--- config.mk ---
export PLATFORM = sky130hd
export DESIGN_NAME = forced_conversion_control
export DESIGN_NICKNAME = d
export VERILOG_FILES = /design/src/forced_conv_pkg.sv /design/src/forced_conversion_control.sv /design/src/result_mem.sv
export VERILOG_INCLUDE_DIRS = /design/src
export SDC_FILE = /design/constraint.sdc
export NUM_CORES = 1
export LEC_CHECK = 0
export BUFFER_PORTS_ARGS = -buffer_cell sky130_fd_sc_hd__buf_2
export CAP_MARGIN = 10
export CORE_UTILIZATION = 40
export CTS_BUF_LIST = sky130_fd_sc_hd__clkbuf_8
export DETAILED_ROUTE_END_ITERATION = 7
export SETUP_SLACK_MARGIN = 0.1
export SLEW_MARGIN = 25
export SYNTH_ARGS = -nofsm -noshare
export SYNTH_HDL_FRONTEND = slang
export SYNTH_SLANG_ARGS = --single-unit
export TNS_END_PERCENT = 10
--- constraint.sdc ---
create_clock -name clk -period 2.64 [get_ports clk]
set_input_delay 0.132 -clock clk [delete_from_list [all_inputs] [get_ports clk]]
set_output_delay 0.132 -clock clk [all_outputs]
set_load 0.005 [all_outputs]
--- src/forced_conv_consts.svh ---
// Named constants for the forced conversion controller
`ifndef FORCED_CONV_CONSTS_SVH
`define FORCED_CONV_CONSTS_SVH

// ----------------------------------------------------------------
// Clock and times
// ----------------------------------------------------------------
`define CLK_PERIOD_NS 5
`define FAST_SAMPLE_NS 5000000
`define NORM_SAMPLE_NS 3750000
`define CAP_CHARGE_NS 8000000
`define MRST_PULSE_NS 1000
`define STIME_TICK_NS 40000

// ----------------------------------------------------------------
// Power command codes
// ----------------------------------------------------------------
`define CMD_SUSPEND 8'h00
`define CMD_NORMAL 8'h01
`define CMD_UPDATE 8'h02
`define FORCED_NORMAL_CMD 8'h03
`define FORCED_FAST_CMD 8'h04
`define CMD_MAG_RESET 8'h05

// ----------------------------------------------------------------
// Result register map
// ----------------------------------------------------------------
`define DATA_FIRST 8'h31
`define DATA_LAST 8'h3F
`define DATA_BYTES 15
`define NO_INDEX 4'hF
`define FIELD_W 24
`define NUM_FIELDS 5
`define FLD_X 0
`define FLD_Y 1
`define FLD_Z 2
`define FLD_T 3
`define FLD_TIME 4

`endif

--- src/forced_conv_pkg.sv ---
// Types shared by the forced conversion controller and its result memory
package forced_conv_pkg;

   typedef enum logic [2:0] {ST_CHARGE, ST_MRST, ST_CONV, ST_STORE, ST_SUSPEND, ST_NORMAL} pwr_state_t;

   typedef struct packed {
      pwr_state_t state;
      logic [23:0] timer;
      logic do_conv;
      logic ret_normal;
      logic fast;
      logic [1:0] avg;
      logic [2:0] axes;
      logic st_x;
      logic st_y;
      logic cap_s1;
      logic cap_s2;
      logic in_burst;
      logic freeze;
      logic [15:0] tick;
      logic [23:0] stime;
      logic [119:0] result;
      logic mem_wr;
      logic drdy;
      logic suspend_o;
      logic normal_o;
      logic busy_o;
      logic charge_o;
      logic mrst_o;
      logic [2:0] axes_o;
      logic temp_o;
      logic st_x_o;
      logic st_y_o;
   } ctrl_state_t;

   typedef struct packed {
      logic [14:0][7:0] bytes;
      logic [7:0] rd;
   } mem_state_t;

endpackage : forced_conv_pkg

--- src/forced_conversion_control.sv ---
// Power mode, forced conversion and magnetic reset sequencing of a magnetometer
`timescale 1ns/1ps
`include "forced_conv_consts.svh"

module forced_conversion_control #(
   parameter int unsigned FAST_SAMPLE_CYC = `FAST_SAMPLE_NS / `CLK_PERIOD_NS - 1,
   parameter int unsigned NORM_SAMPLE_CYC = `NORM_SAMPLE_NS / `CLK_PERIOD_NS,
   parameter int unsigned CAP_CHARGE_CYC = `CAP_CHARGE_NS / `CLK_PERIOD_NS - 1,
   parameter int unsigned STIME_TICK_CYC = `STIME_TICK_NS / `CLK_PERIOD_NS
) (
   input wire logic clk, // 200 MHz clock
   input wire logic rst_n, // Synchronous reset, active low
   input wire logic ce, // Clock enable, freezes all state when low
   input wire logic cmd_wr, // Power command write strobe
   input wire logic [7:0] cmd_code, // Power command code
   input wire logic [1:0] avg_sel, // Averaging field of rate_and_averaging_reg
   input wire logic [2:0] axis_en, // Enabled axes, bit 0 is X
   input wire logic selftest_x_req, // Self-test request on X
   input wire logic selftest_y_req, // Self-test request on Y
   input wire logic odr_tick, // Output-rate tick in normal mode
   input wire logic cap_charged_pin, // Reset capacitor charged, from pin
   input wire logic [23:0] adc_x, // X channel result
   input wire logic [23:0] adc_y, // Y channel result
   input wire logic [23:0] adc_z, // Z channel result
   input wire logic [23:0] adc_t, // Temperature channel result
   input wire logic rd_en, // Data register read strobe
   input wire logic [7:0] rd_addr, // Data register address
   input wire logic burst_active, // Host burst read in progress
   input wire logic drdy_clr, // Clear data-ready status
   output logic [7:0] rd_data, // Read byte, one cycle after rd_en
   output logic drdy, // Data-ready status
   output logic suspend_state, // In suspend and idle
   output logic normal_state, // In normal mode and idle
   output logic conv_busy, // Charging, resetting, converting or storing
   output logic cap_charge_en, // Charge the reset capacitor
   output logic mrst_pulse, // Magnetic reset drive
   output logic [2:0] axis_conv_en, // Axes being converted
   output logic temp_conv_en, // Temperature being converted
   output logic st_field_x, // Self-test field on X
   output logic st_field_y // Self-test field on Y
);
   // ----------------------------------------------------------------
   // Cycle counts
   // ----------------------------------------------------------------
   // Counts come from the exact clock, well inside oscillator drift
   localparam logic [23:0] FAST_C = 24'(FAST_SAMPLE_CYC);
   localparam logic [23:0] NORM_C = 24'(NORM_SAMPLE_CYC);
   localparam logic [23:0] CAP_C = 24'(CAP_CHARGE_CYC);
   localparam logic [15:0] TICK_C = 16'(STIME_TICK_CYC);
   localparam logic [23:0] MRST_C =
      24'((`MRST_PULSE_NS + `CLK_PERIOD_NS - 1) / `CLK_PERIOD_NS);

   forced_conv_pkg::ctrl_state_t q;
   forced_conv_pkg::ctrl_state_t d;
   logic in_range;
   logic [3:0] rd_idx;
   logic [23:0] conv_load;
   logic is_forced;

   assign in_range = (rd_addr >= `DATA_FIRST) && (rd_addr <= `DATA_LAST);
   assign rd_idx = in_range ? 4'(rd_addr - `DATA_FIRST) : `NO_INDEX;
   assign is_forced = (cmd_code == `FORCED_NORMAL_CMD) || (cmd_code == `FORCED_FAST_CMD);
   // Sample time times 1, 2, 4 or 8
   assign conv_load = ((q.fast ? FAST_C : NORM_C) << q.avg) - 24'h000001;

   // ----------------------------------------------------------------
   // Next state
   // ----------------------------------------------------------------
   always_comb begin
      d = q;
      d.cap_s1 = cap_charged_pin;
      d.cap_s2 = q.cap_s1;
      d.mem_wr = 1'b0;
      d.in_burst = burst_active;
      if (!burst_active) begin
         d.freeze = 1'b0;
      end else if (rd_en && !q.in_burst && in_range) begin
         d.freeze = 1'b1;
      end
      if (drdy_clr) begin
         d.drdy = 1'b0;
      end
      // Sensortime runs only while in normal operation
      if (q.state == forced_conv_pkg::ST_NORMAL || q.ret_normal) begin
         if (q.tick >= TICK_C - 16'h0001) begin
            d.tick = 16'h0000;
            d.stime = q.stime + 24'h000001;
         end else begin
            d.tick = q.tick + 16'h0001;
         end
      end
      if (q.timer != 24'h000000) begin
         d.timer = q.timer - 24'h000001;
      end
      // A suspend command during a normal-mode cycle ends it in suspend, unless it comes in the cycle that stores the results
      if (cmd_wr && cmd_code == `CMD_SUSPEND && q.ret_normal) begin
         d.ret_normal = 1'b0;
      end
      case (q.state)
         forced_conv_pkg::ST_SUSPEND: begin
            if (cmd_wr && is_forced) begin
               d.state = forced_conv_pkg::ST_CHARGE;
               d.timer = CAP_C;
               d.do_conv = 1'b1;
               d.ret_normal = 1'b0;
               d.fast = (cmd_code == `FORCED_FAST_CMD);
               d.avg = avg_sel;
               d.axes = axis_en;
               d.st_x = selftest_x_req && !selftest_y_req;
               d.st_y = selftest_y_req && !selftest_x_req;
            end else if (cmd_wr && cmd_code == `CMD_MAG_RESET) begin
               d.state = forced_conv_pkg::ST_CHARGE;
               d.timer = CAP_C;
               d.do_conv = 1'b0;
               d.ret_normal = 1'b0;
            end else if (cmd_wr && cmd_code == `CMD_NORMAL) begin
               d.state = forced_conv_pkg::ST_NORMAL;
            end
            // Other codes leave suspend untouched
         end
         forced_conv_pkg::ST_NORMAL: begin
            // Forced codes fall through here unheeded
            if (cmd_wr && cmd_code == `CMD_SUSPEND) begin
               d.state = forced_conv_pkg::ST_SUSPEND;
            end else if (odr_tick) begin
               d.state = forced_conv_pkg::ST_CHARGE;
               d.timer = CAP_C;
               d.do_conv = 1'b1;
               d.ret_normal = 1'b1;
               d.fast = 1'b0;
               d.avg = avg_sel;
               d.axes = axis_en;
               d.st_x = 1'b0;
               d.st_y = 1'b0;
            end
         end
         forced_conv_pkg::ST_CHARGE: begin
            // Pin or timeout, whichever first
            if (q.cap_s2 || q.timer == 24'h000000) begin
               d.state = forced_conv_pkg::ST_MRST;
               d.timer = MRST_C - 24'h000001;
            end
         end
         forced_conv_pkg::ST_MRST: begin
            if (q.timer == 24'h000000) begin
               if (q.do_conv) begin
                  d.state = forced_conv_pkg::ST_CONV;
                  d.timer = conv_load;
               end else begin
                  d.state = forced_conv_pkg::ST_SUSPEND;
               end
            end
         end
         forced_conv_pkg::ST_CONV: begin
            // Requests arriving here are dropped, except a suspend during a normal-mode cycle
            if (q.timer == 24'h000000) begin
               d.state = forced_conv_pkg::ST_STORE;
               d.result = {q.stime, adc_t, adc_z, adc_y, adc_x};
            end
         end
         forced_conv_pkg::ST_STORE: begin
            // Results wait for a frozen burst to end, one starting now too
            if (!d.freeze) begin
               d.mem_wr = 1'b1;
               d.drdy = 1'b1;
               d.state = q.ret_normal ? forced_conv_pkg::ST_NORMAL
                                      : forced_conv_pkg::ST_SUSPEND;
            end
         end
         default: begin
            d.state = forced_conv_pkg::ST_SUSPEND;
         end
      endcase
      d.suspend_o = (d.state == forced_conv_pkg::ST_SUSPEND);
      d.normal_o = (d.state == forced_conv_pkg::ST_NORMAL);
      d.busy_o = !d.suspend_o && !d.normal_o;
      d.charge_o = (d.state == forced_conv_pkg::ST_CHARGE);
      d.mrst_o = (d.state == forced_conv_pkg::ST_MRST);
      d.axes_o = (d.state == forced_conv_pkg::ST_CONV) ? d.axes : 3'h0;
      d.temp_o = (d.state == forced_conv_pkg::ST_CONV);
      d.st_x_o = (d.state == forced_conv_pkg::ST_CONV) && d.st_x;
      d.st_y_o = (d.state == forced_conv_pkg::ST_CONV) && d.st_y;
   end

   // ----------------------------------------------------------------
   // State register
   // ----------------------------------------------------------------
   always_ff @(posedge clk) begin
      if (!rst_n) begin
         q <= '0;
         q.state <= forced_conv_pkg::ST_CHARGE; // Boot reset first
         q.timer <= CAP_C;
         q.busy_o <= 1'b1;
         q.charge_o <= 1'b1;
      end else if (ce) begin
         q <= d;
      end
   end

   result_mem u_mem (
      .clk(clk),
      .rst_n(rst_n),
      .ce(ce),
      .wr_en(q.mem_wr),
      .wr_mask({2'b11, q.axes}), // Temperature and time always
      .wr_data(q.result),
      .rd_idx(rd_idx),
      .rd_data(rd_data)
   );

   assign drdy = q.drdy;
   assign suspend_state = q.suspend_o;
   assign normal_state = q.normal_o;
   assign conv_busy = q.busy_o;
   assign cap_charge_en = q.charge_o;
   assign mrst_pulse = q.mrst_o;
   assign axis_conv_en = q.axes_o;
   assign temp_conv_en = q.temp_o;
   assign st_field_x = q.st_x_o;
   assign st_field_y = q.st_y_o;

   // ----------------------------------------------------------------
   // Checks
   // ----------------------------------------------------------------
   logic boot_mrst_seen_q;
   always_ff @(posedge clk) begin
      if (!rst_n) begin
         boot_mrst_seen_q <= 1'b0;
      end else if (q.mrst_o) begin
         boot_mrst_seen_q <= 1'b1;
      end
   end
endmodule : forced_conversion_control

--- src/result_mem.sv ---
// Result byte store for magnetic, temperature and sensortime data
`timescale 1ns/1ps
`include "forced_conv_consts.svh"

module result_mem (
   input wire logic clk, // System clock
   input wire logic rst_n, // Synchronous reset, active low
   input wire logic ce, // Clock enable
   input wire logic wr_en, // Write the masked fields
   input wire logic [4:0] wr_mask, // One bit per 24-bit field
   input wire logic [119:0] wr_data, // Fields, field 0 lowest
   input wire logic [3:0] rd_idx, // Byte index, NO_INDEX reads zero
   output logic [7:0] rd_data // Registered read byte
);
   forced_conv_pkg::mem_state_t q;
   forced_conv_pkg::mem_state_t d;

   always_comb begin
      d = q;
      if (wr_en) begin
         for (int f = 0; f < `NUM_FIELDS; f++) begin
            if (wr_mask[f]) begin
               for (int b = 0; b < 3; b++) begin
                  d.bytes[f * 3 + b] = wr_data[f * `FIELD_W + b * 8 +: 8];
               end
            end
         end
      end
      d.rd = (rd_idx < 4'(`DATA_BYTES)) ? q.bytes[rd_idx] : 8'h00;
   end

   always_ff @(posedge clk) begin
      if (!rst_n) begin
         q <= '0;
      end else if (ce) begin
         q <= d;
      end
   end

   assign rd_data = q.rd;

endmodule : result_mem

==> reports/results.ini, run 1 <==
[clocking]
numCtsBuffers=59
root_buffer=clkbuf_8
ctsLongestPathBuffers=3
cts.htree.levels=2
cts_tree=done
cts_sinks=342
clk_latency_ns=0.67
path_clk_slew_ns=0.06

[pwr]
power_frac_comb_pct=6.2
ir_worst_vdd_mv=0.494
p_int_mw=8.30
p_per_area_mw_per_mm2=570
p_sw_share_pct=24.0
switchingPower_mw=2.62
seq_power_share_pct=47.7
leakage_nw=7.08
clkPwrFrac_pct=46.0

[global_route]
antenna_found_initial=1
track_usage_pct=23.4
overflow=0
grt_max_degree=154
grt_pass1_wl_um=73700
grt_pass1_vias=14100

[final_layout]
fin_util_pct=50.9
diodes=0
design_area_sq_mm=0.0192
fin_nets=2342
fill_cells=3692
syn_to_final_growth_pct=25.0
drive_above_1_share_pct=16.5

[timing]
rsz0062_at_grt=yes
worst_pin_slew_ns=1.00
period_share_pct=94.4
fmax_ghz=0.401
finalWorstSetupSlack_ns=0.149
final-hold-violation-count=0
slew_violations=0
setup-tns-final_ns=0
finalSetupViolCount=0
period_needed_ns=2.49
max_slew_margin_pct=32.6
skew_ns=0.0457

[synthesis]
synth.area.mux_share_pct=3.71
synthTopCellsByCount=nand2_1, dfxtp_1, a21oi_1
yosysMostFrequentCell=nand2_1
synth.avg_cell_area_sq_um=7.90
yosysUniqueCellTypes=87
yosysWarnings=0
synth_edf_count=0
synth.largest_area_cell=dfxtp_1
synth_top_family_by_area=simple AND/OR/NAND/NOR gates
syn-cell-area_sq_mm=0.0153
ys_ff_latch=342
synth-simple-area-share_pct=24.8
synthCells=1941
synth_top_area_share_pct=44.6
synth_compound_area_share_pct=19.0
synth_top_cells_by_area=dfxtp_1, nand2_1, a21oi_1, nor2_1, clkbuf_1
synthFlopType=dfxtp_1
synthArstFlopShare_pct=0
synthesis.nets=2079
yosysSeqAreaShare_pct=44.6
synthXorXnorAreaFrac_pct=1.66
synth_fa_ha_area_share_pct=0.816

[job]
maxCapViolCount=0

[route]
dr_total_vias=14600
via_per_inst=5.30
drt_iter0_markers=923
first_pass_iters=6
drt-wirelength-per-cell_um=16.6
drc=0
wirelength_um=45900
ant_nets=0

[place]
dpl.hpwl_um=30900
dpl_worst_slack_ns=-0.00102
gp_congestion=0.923
placed_cell_area_sq_mm=0.0167
io_buffers=147

[floorplan]
pin_count=148
die_w_um=198
dieHeight_um=198
fp.dieArea_sq_mm=0.0391
start_util_pct=40.7
coreArea_sq_mm=0.0377
rows=71

[setup_path]
path_cells=inv_1, ha_1, nor4b_2, nand3_1, buf_4, o21ai_0, or4b_2, o22ai_1, a31o_2
cp-end-kind=flop
required_ns=3.22
worstSetupPathType=reg -> reg
worst_path_max_delay_cell=or4b_2
critPathArrivalTime_ns=3.07
crit_family=simple AND/OR/NAND/NOR gates
start_kind=flop
cp_max_fo=7
slowest_delay_ns=0.65
critPathBufInv=2

[outcome]
status=complete, no violations

[min_path]
hp-class=in -> reg

-- cells in the final DEF, fill, tap and decap left out, types with 10 or more instances in the layout --
| cell | n |
|---|---|
| nand2_1 | 550 |
| dfxtp_1 | 342 |
| a21oi_1 | 288 |
| buf_2 | 147 |
| dlygate4sd3_1 | 117 |
| nor2_1 | 107 |
| buf_4 | 74 |
| clkbuf_8 | 73 |
| inv_1 | 42 |
| o21ai_0 | 42 |
| nor3_1 | 33 |
| nand3_1 | 32 |
| mux2i_1 | 31 |
| and3_1 | 20 |
| mux2_2 | 19 |
| nand4_1 | 18 |
| nor4_1 | 17 |
| xnor2_1 | 16 |
| nand2b_1 | 14 |
| o211ai_1 | 13 |
| o22ai_1 | 13 |
| xor2_1 | 13 |
| a211oi_1 | 12 |
| and2_1 | 10 |
| a31oi_1 | 10 |
| a221oi_1 | 10 |
| ha_1 | 10 |
-- what timing repair did --
item | 4_1_cts | 5_1_grt
buffers inserted | 0 | 3
gates resized for setup | 0 | 4
hold buffers | 117 | 0
endpoints found under the setup margin | 0 | 78
endpoints found under the hold margin | 123 | 0
-- power groups by stage --
stage | registers [mW] | logic [mW] | clock network, mW
final | 5.21 | 0.681 | 5.03
after global routing | 5.21 | 0.737 | 5.37
after CTS | 5.21 | 0.676 | 5.17
after detailed placement | 5.32 | 0.541 | 0
after global placement | 5.32 | 0.540 | 0
after floorplan | 5.31 | 0.300 | 0
-- per-layer routing --
layer	global-route usage [%]	wire [um]	share of wire (%)
met5	0	13	0.028
met4	8.61	1070	2.3
met3	3.66	2200	4.8
met2	38.1	21500	47
met1	31.1	21100	46
-- tightest hold or removal path, delay by kind of cell --
| kind | cells | cell delay (ns) |
|---|---|---|
| buffers and inverters | 1 | 0.17 |
| AOI/OAI and AO/OA | 3 | 0.31 |
| and+or+nand+nor | 1 | 0.07 |
-- logic make-up after synthesis --
logic type	count (synthesis)
muxes	52
DFF	342
xor gates and xnor gates	29
AOI/OAI and AO/OA	478
and+or+nand+nor	861
adders and majority gates	10
buffers and inverters	169
-- stage by stage --
step | total power, mW | hold slack (ns) | instances
4_1_cts | 11.1 | 0.00518 | 2757
3_5_place_dp | 5.87 | 0.380 | 2534
3_3_place_gp | 5.86 | 0.376 | 2534
5_1_grt | 11.3 | 0.0488 | 2760
6_report | 10.9 | 0.0606 | 2760
2_1_floorplan | 5.61 | 0.268 | 1941
-- sequential cells by signal, indices dropped and copies added (netlist names) --
register,count
u_mem.q,120
cap_charge_en,1
st_field_y,1
u_mem.rd_data,8
temp_conv_en,1
suspend_state,1
q,201
conv_busy,1
drdy,1
d,1
axis_conv_en,3
normal_state,1
mrst_pulse,1
st_field_x,1
-- area by class of cell --
type                            count  area [sq um]  area share (%)
Clock buffer                       73          1000            5.24
Clock inverter                     33           236            1.23
Inverter                           24          97.6           0.509
Multi-Input combinational cell   1430          7690            40.1
Sequential cell                   342          6850            35.7
Tap cell                          511           639            3.34
Timing Repair Buffer              347          2650            13.8
-- final timing paths --
check	startpoint	to	slack (ns)	depth (start not counted)
hold reg to reg	q[13]	u_mem.q[8]	0.41	2
setup reg to reg	q[188]	q[196]	0.15	9
hold / removal	rd_addr[0]	u_mem.rd_data[5]	0.06	5
setup / recovery	q[188]	q[196]	0.15	9
Note: power is estimated with default switching activity, not from simulation.
==> run 2, diff against run 1 <==
--- a/config.mk
+++ b/config.mk
@@ -8,9 +8,12 @@
 export LEC_CHECK = 0
 export BUFFER_PORTS_ARGS = -buffer_cell sky130_fd_sc_hd__buf_2
 export CAP_MARGIN = 10
+export CORE_ASPECT_RATIO = 0.7
 export CORE_UTILIZATION = 40
 export CTS_BUF_LIST = sky130_fd_sc_hd__clkbuf_8
+export CTS_CLUSTER_DIAMETER = 100
 export DETAILED_ROUTE_END_ITERATION = 7
+export RECOVER_POWER = 100
 export SETUP_SLACK_MARGIN = 0.1
 export SLEW_MARGIN = 25
 export SYNTH_ARGS = -nofsm -noshare
==> run 2 against run 1 <==
Against the previous run: the run now ends with capacitance limit, slew limit left; fmax up 0.19%; total power up 1.5%; sequential share of layout area up 0.084 points; clock-buffer cell count down 1; cell count down 0.72%; clock power up 3%; die area about the same.
==> reports/results.ini, run 2 (synthesized netlist as in run 1, its figures left out) <==
[final_layout]
seq_area_sq_mm=0.00685
final_common_cell=nand2_1
diodes=0
design_area_sq_mm=0.0191
syn_to_final_growth_pct=24.7
fill_cells=3617
largest_reg_flops=201
fin_nets=2345
regMostFlops=q
drive_above_1_share_pct=16.3
multi_input_area_sq_mm=0.00768
final_cell_mix=nand2_1, dfxtp_1, a21oi_1

[route]
drt_iter0_markers=1250
via_per_inst=5.42
dr_total_vias=14800
drc=0
first_pass_iters=5
drt-wirelength-per-cell_um=17.7
wirelength_um=48500
ant_nets=0

[clocking]
ctsLongestPathBuffers=3
numCtsBuffers=53
cts.htree.levels=2
path_clk_slew_ns=0.06
cts_tree=done
clk_latency_ns=0.62
cts_sinks=342
root_buffer=clkbuf_8

[timing]
setup-tns-final_ns=0
hold_slack_ns=0.0478
finalWorstSetupSlack_ns=0.154
fmax_ghz=0.402
period_share_pct=94.2
finalSetupViolCount=0
slew_violations=208
skew_ns=0.0268
period_needed_ns=2.49
worst_pin_slew_ns=1.64
final-hold-violation-count=0
rsz0062_at_grt=yes
max_slew_margin_pct=-9.52

[outcome]
violations=capacitance limit, slew limit
status=finished, violations left

[setup_path]
worst_path_max_delay_cell=o311ai_0
path_cells=nor4_1, and3_2, nand3_2, o311ai_0, buf_4, a31oi_1, nor2_1
startpoint=q[201]
start_kind=flop
reg2reg_depth=7
required_ns=3.18
r2r_end=q[207]
cp-end-kind=flop
crit_end=q[207]
cp_max_fo=8
worstSetupPathType=reg -> reg
slowest_delay_ns=0.58
critPathArrivalTime_ns=3.03
reg2reg_setup_slack_ns=0.15
worstReg2RegStart=q[201]

[global_route]
grt_pass1_vias=13800
track_usage_pct=24.2
grt_max_degree=208
overflow=0
antenna_found_initial=1
grt_pass1_wl_um=76500

[floorplan]
coreArea_sq_mm=0.0374
fp.dieArea_sq_mm=0.0391
start_util_pct=41.0
die_w_um=236
pin_count=148
rows=59
dieHeight_um=166

[min_path]
hp-start=selftest_x_req
hp-class=in -> reg
min_delay_path_depth=4

[pwr]
ir_worst_vdd_mv=0.360
finalPower_mw=11.1
p_per_area_mw_per_mm2=580
leakage_nw=7.01

[place]
dpl_worst_slack_ns=0.133
placed_cell_area_sq_mm=0.0168
gp_congestion=0.938
io_buffers=147
dpl.hpwl_um=33100

[job]
maxCapViolCount=1

run 2: cell count changes in the layout (fill, tap and decap cells not counted), moves of 3 or more:
cell / before / now
clkbuf_1: 0 / 22
buf_2: 147 / 133
inv_1: 42 / 33
buf_12: 8 / 5
clkbuf_2: 0 / 3
dlygate4sd3_1: 117 / 114
run 2: where the power goes:
| group | internal, mW | total (mW) | switching (mW) |
|---|---|---|---|
| combinational | 0.318 | 0.701 | 0.382 |
| sequential | 5.18 | 5.21 | 0.0306 |
| clock | 2.95 | 5.17 | 2.22 |
| total | 8.45 | 11.1 | 2.64 |
run 2: layer usage:
layer	global-route usage [%]	wire length [um]	up-vias
met3	4.90	3330	65
met4	5.34	804	2
met5	0	13	-
met1	36.4	24400	7073
li1	-	-	7246
met2	35.0	19900	461
run 2: layout make-up:
| class | count | share of cell area, % |
|---|---|---|
| Clock buffer | 72 | 5.18 |
| Multi-Input combinational cell | 1430 | 40.2 |
| Sequential cell | 342 | 35.8 |
| Clock inverter | 28 | 1.42 |
| Inverter | 24 | 0.478 |
| Timing Repair Buffer | 356 | 13.7 |
| Tap cell | 488 | 3.19 |
run 2: critical path, delay by kind of cell, from the launching register on:
kind | cells | cell delay [ns]
AND/OR/NAND/NOR | 4 | 1.23
AO/OA/AOI/OAI | 2 | 0.62
flip-flops | 1 | 0.35
buffers and inverters | 1 | 0.21
run 2: timing repair:
item,in CTS,in global routing
pin swaps,0,1
endpoints found under the setup margin,2,121
hold endpoints to repair,114,0
gates resized for setup,1,6
buffers inserted,0,2
hold buffers,114,0
run 2: worst min path at each step:
stage | end | slack [ns]
6_report | q[177] | 0.05
5_1_grt | q[177] | 0.08
4_1_cts | q[177] | 0.003
3_5_place_dp | q[18] | 0.38
3_3_place_gp | q[40] | 0.38
2_1_floorplan | q[182] | 0.27
run 2: stage by stage:
step / std cells / util (%)
final: 2740 / 51.1
after CTS: 2738 / 51.3
after global routing: 2740 / 51.1
after floorplan: 1941 / -
after global placement: 2524 / 44.9
after detailed placement: 2524 / 44.9
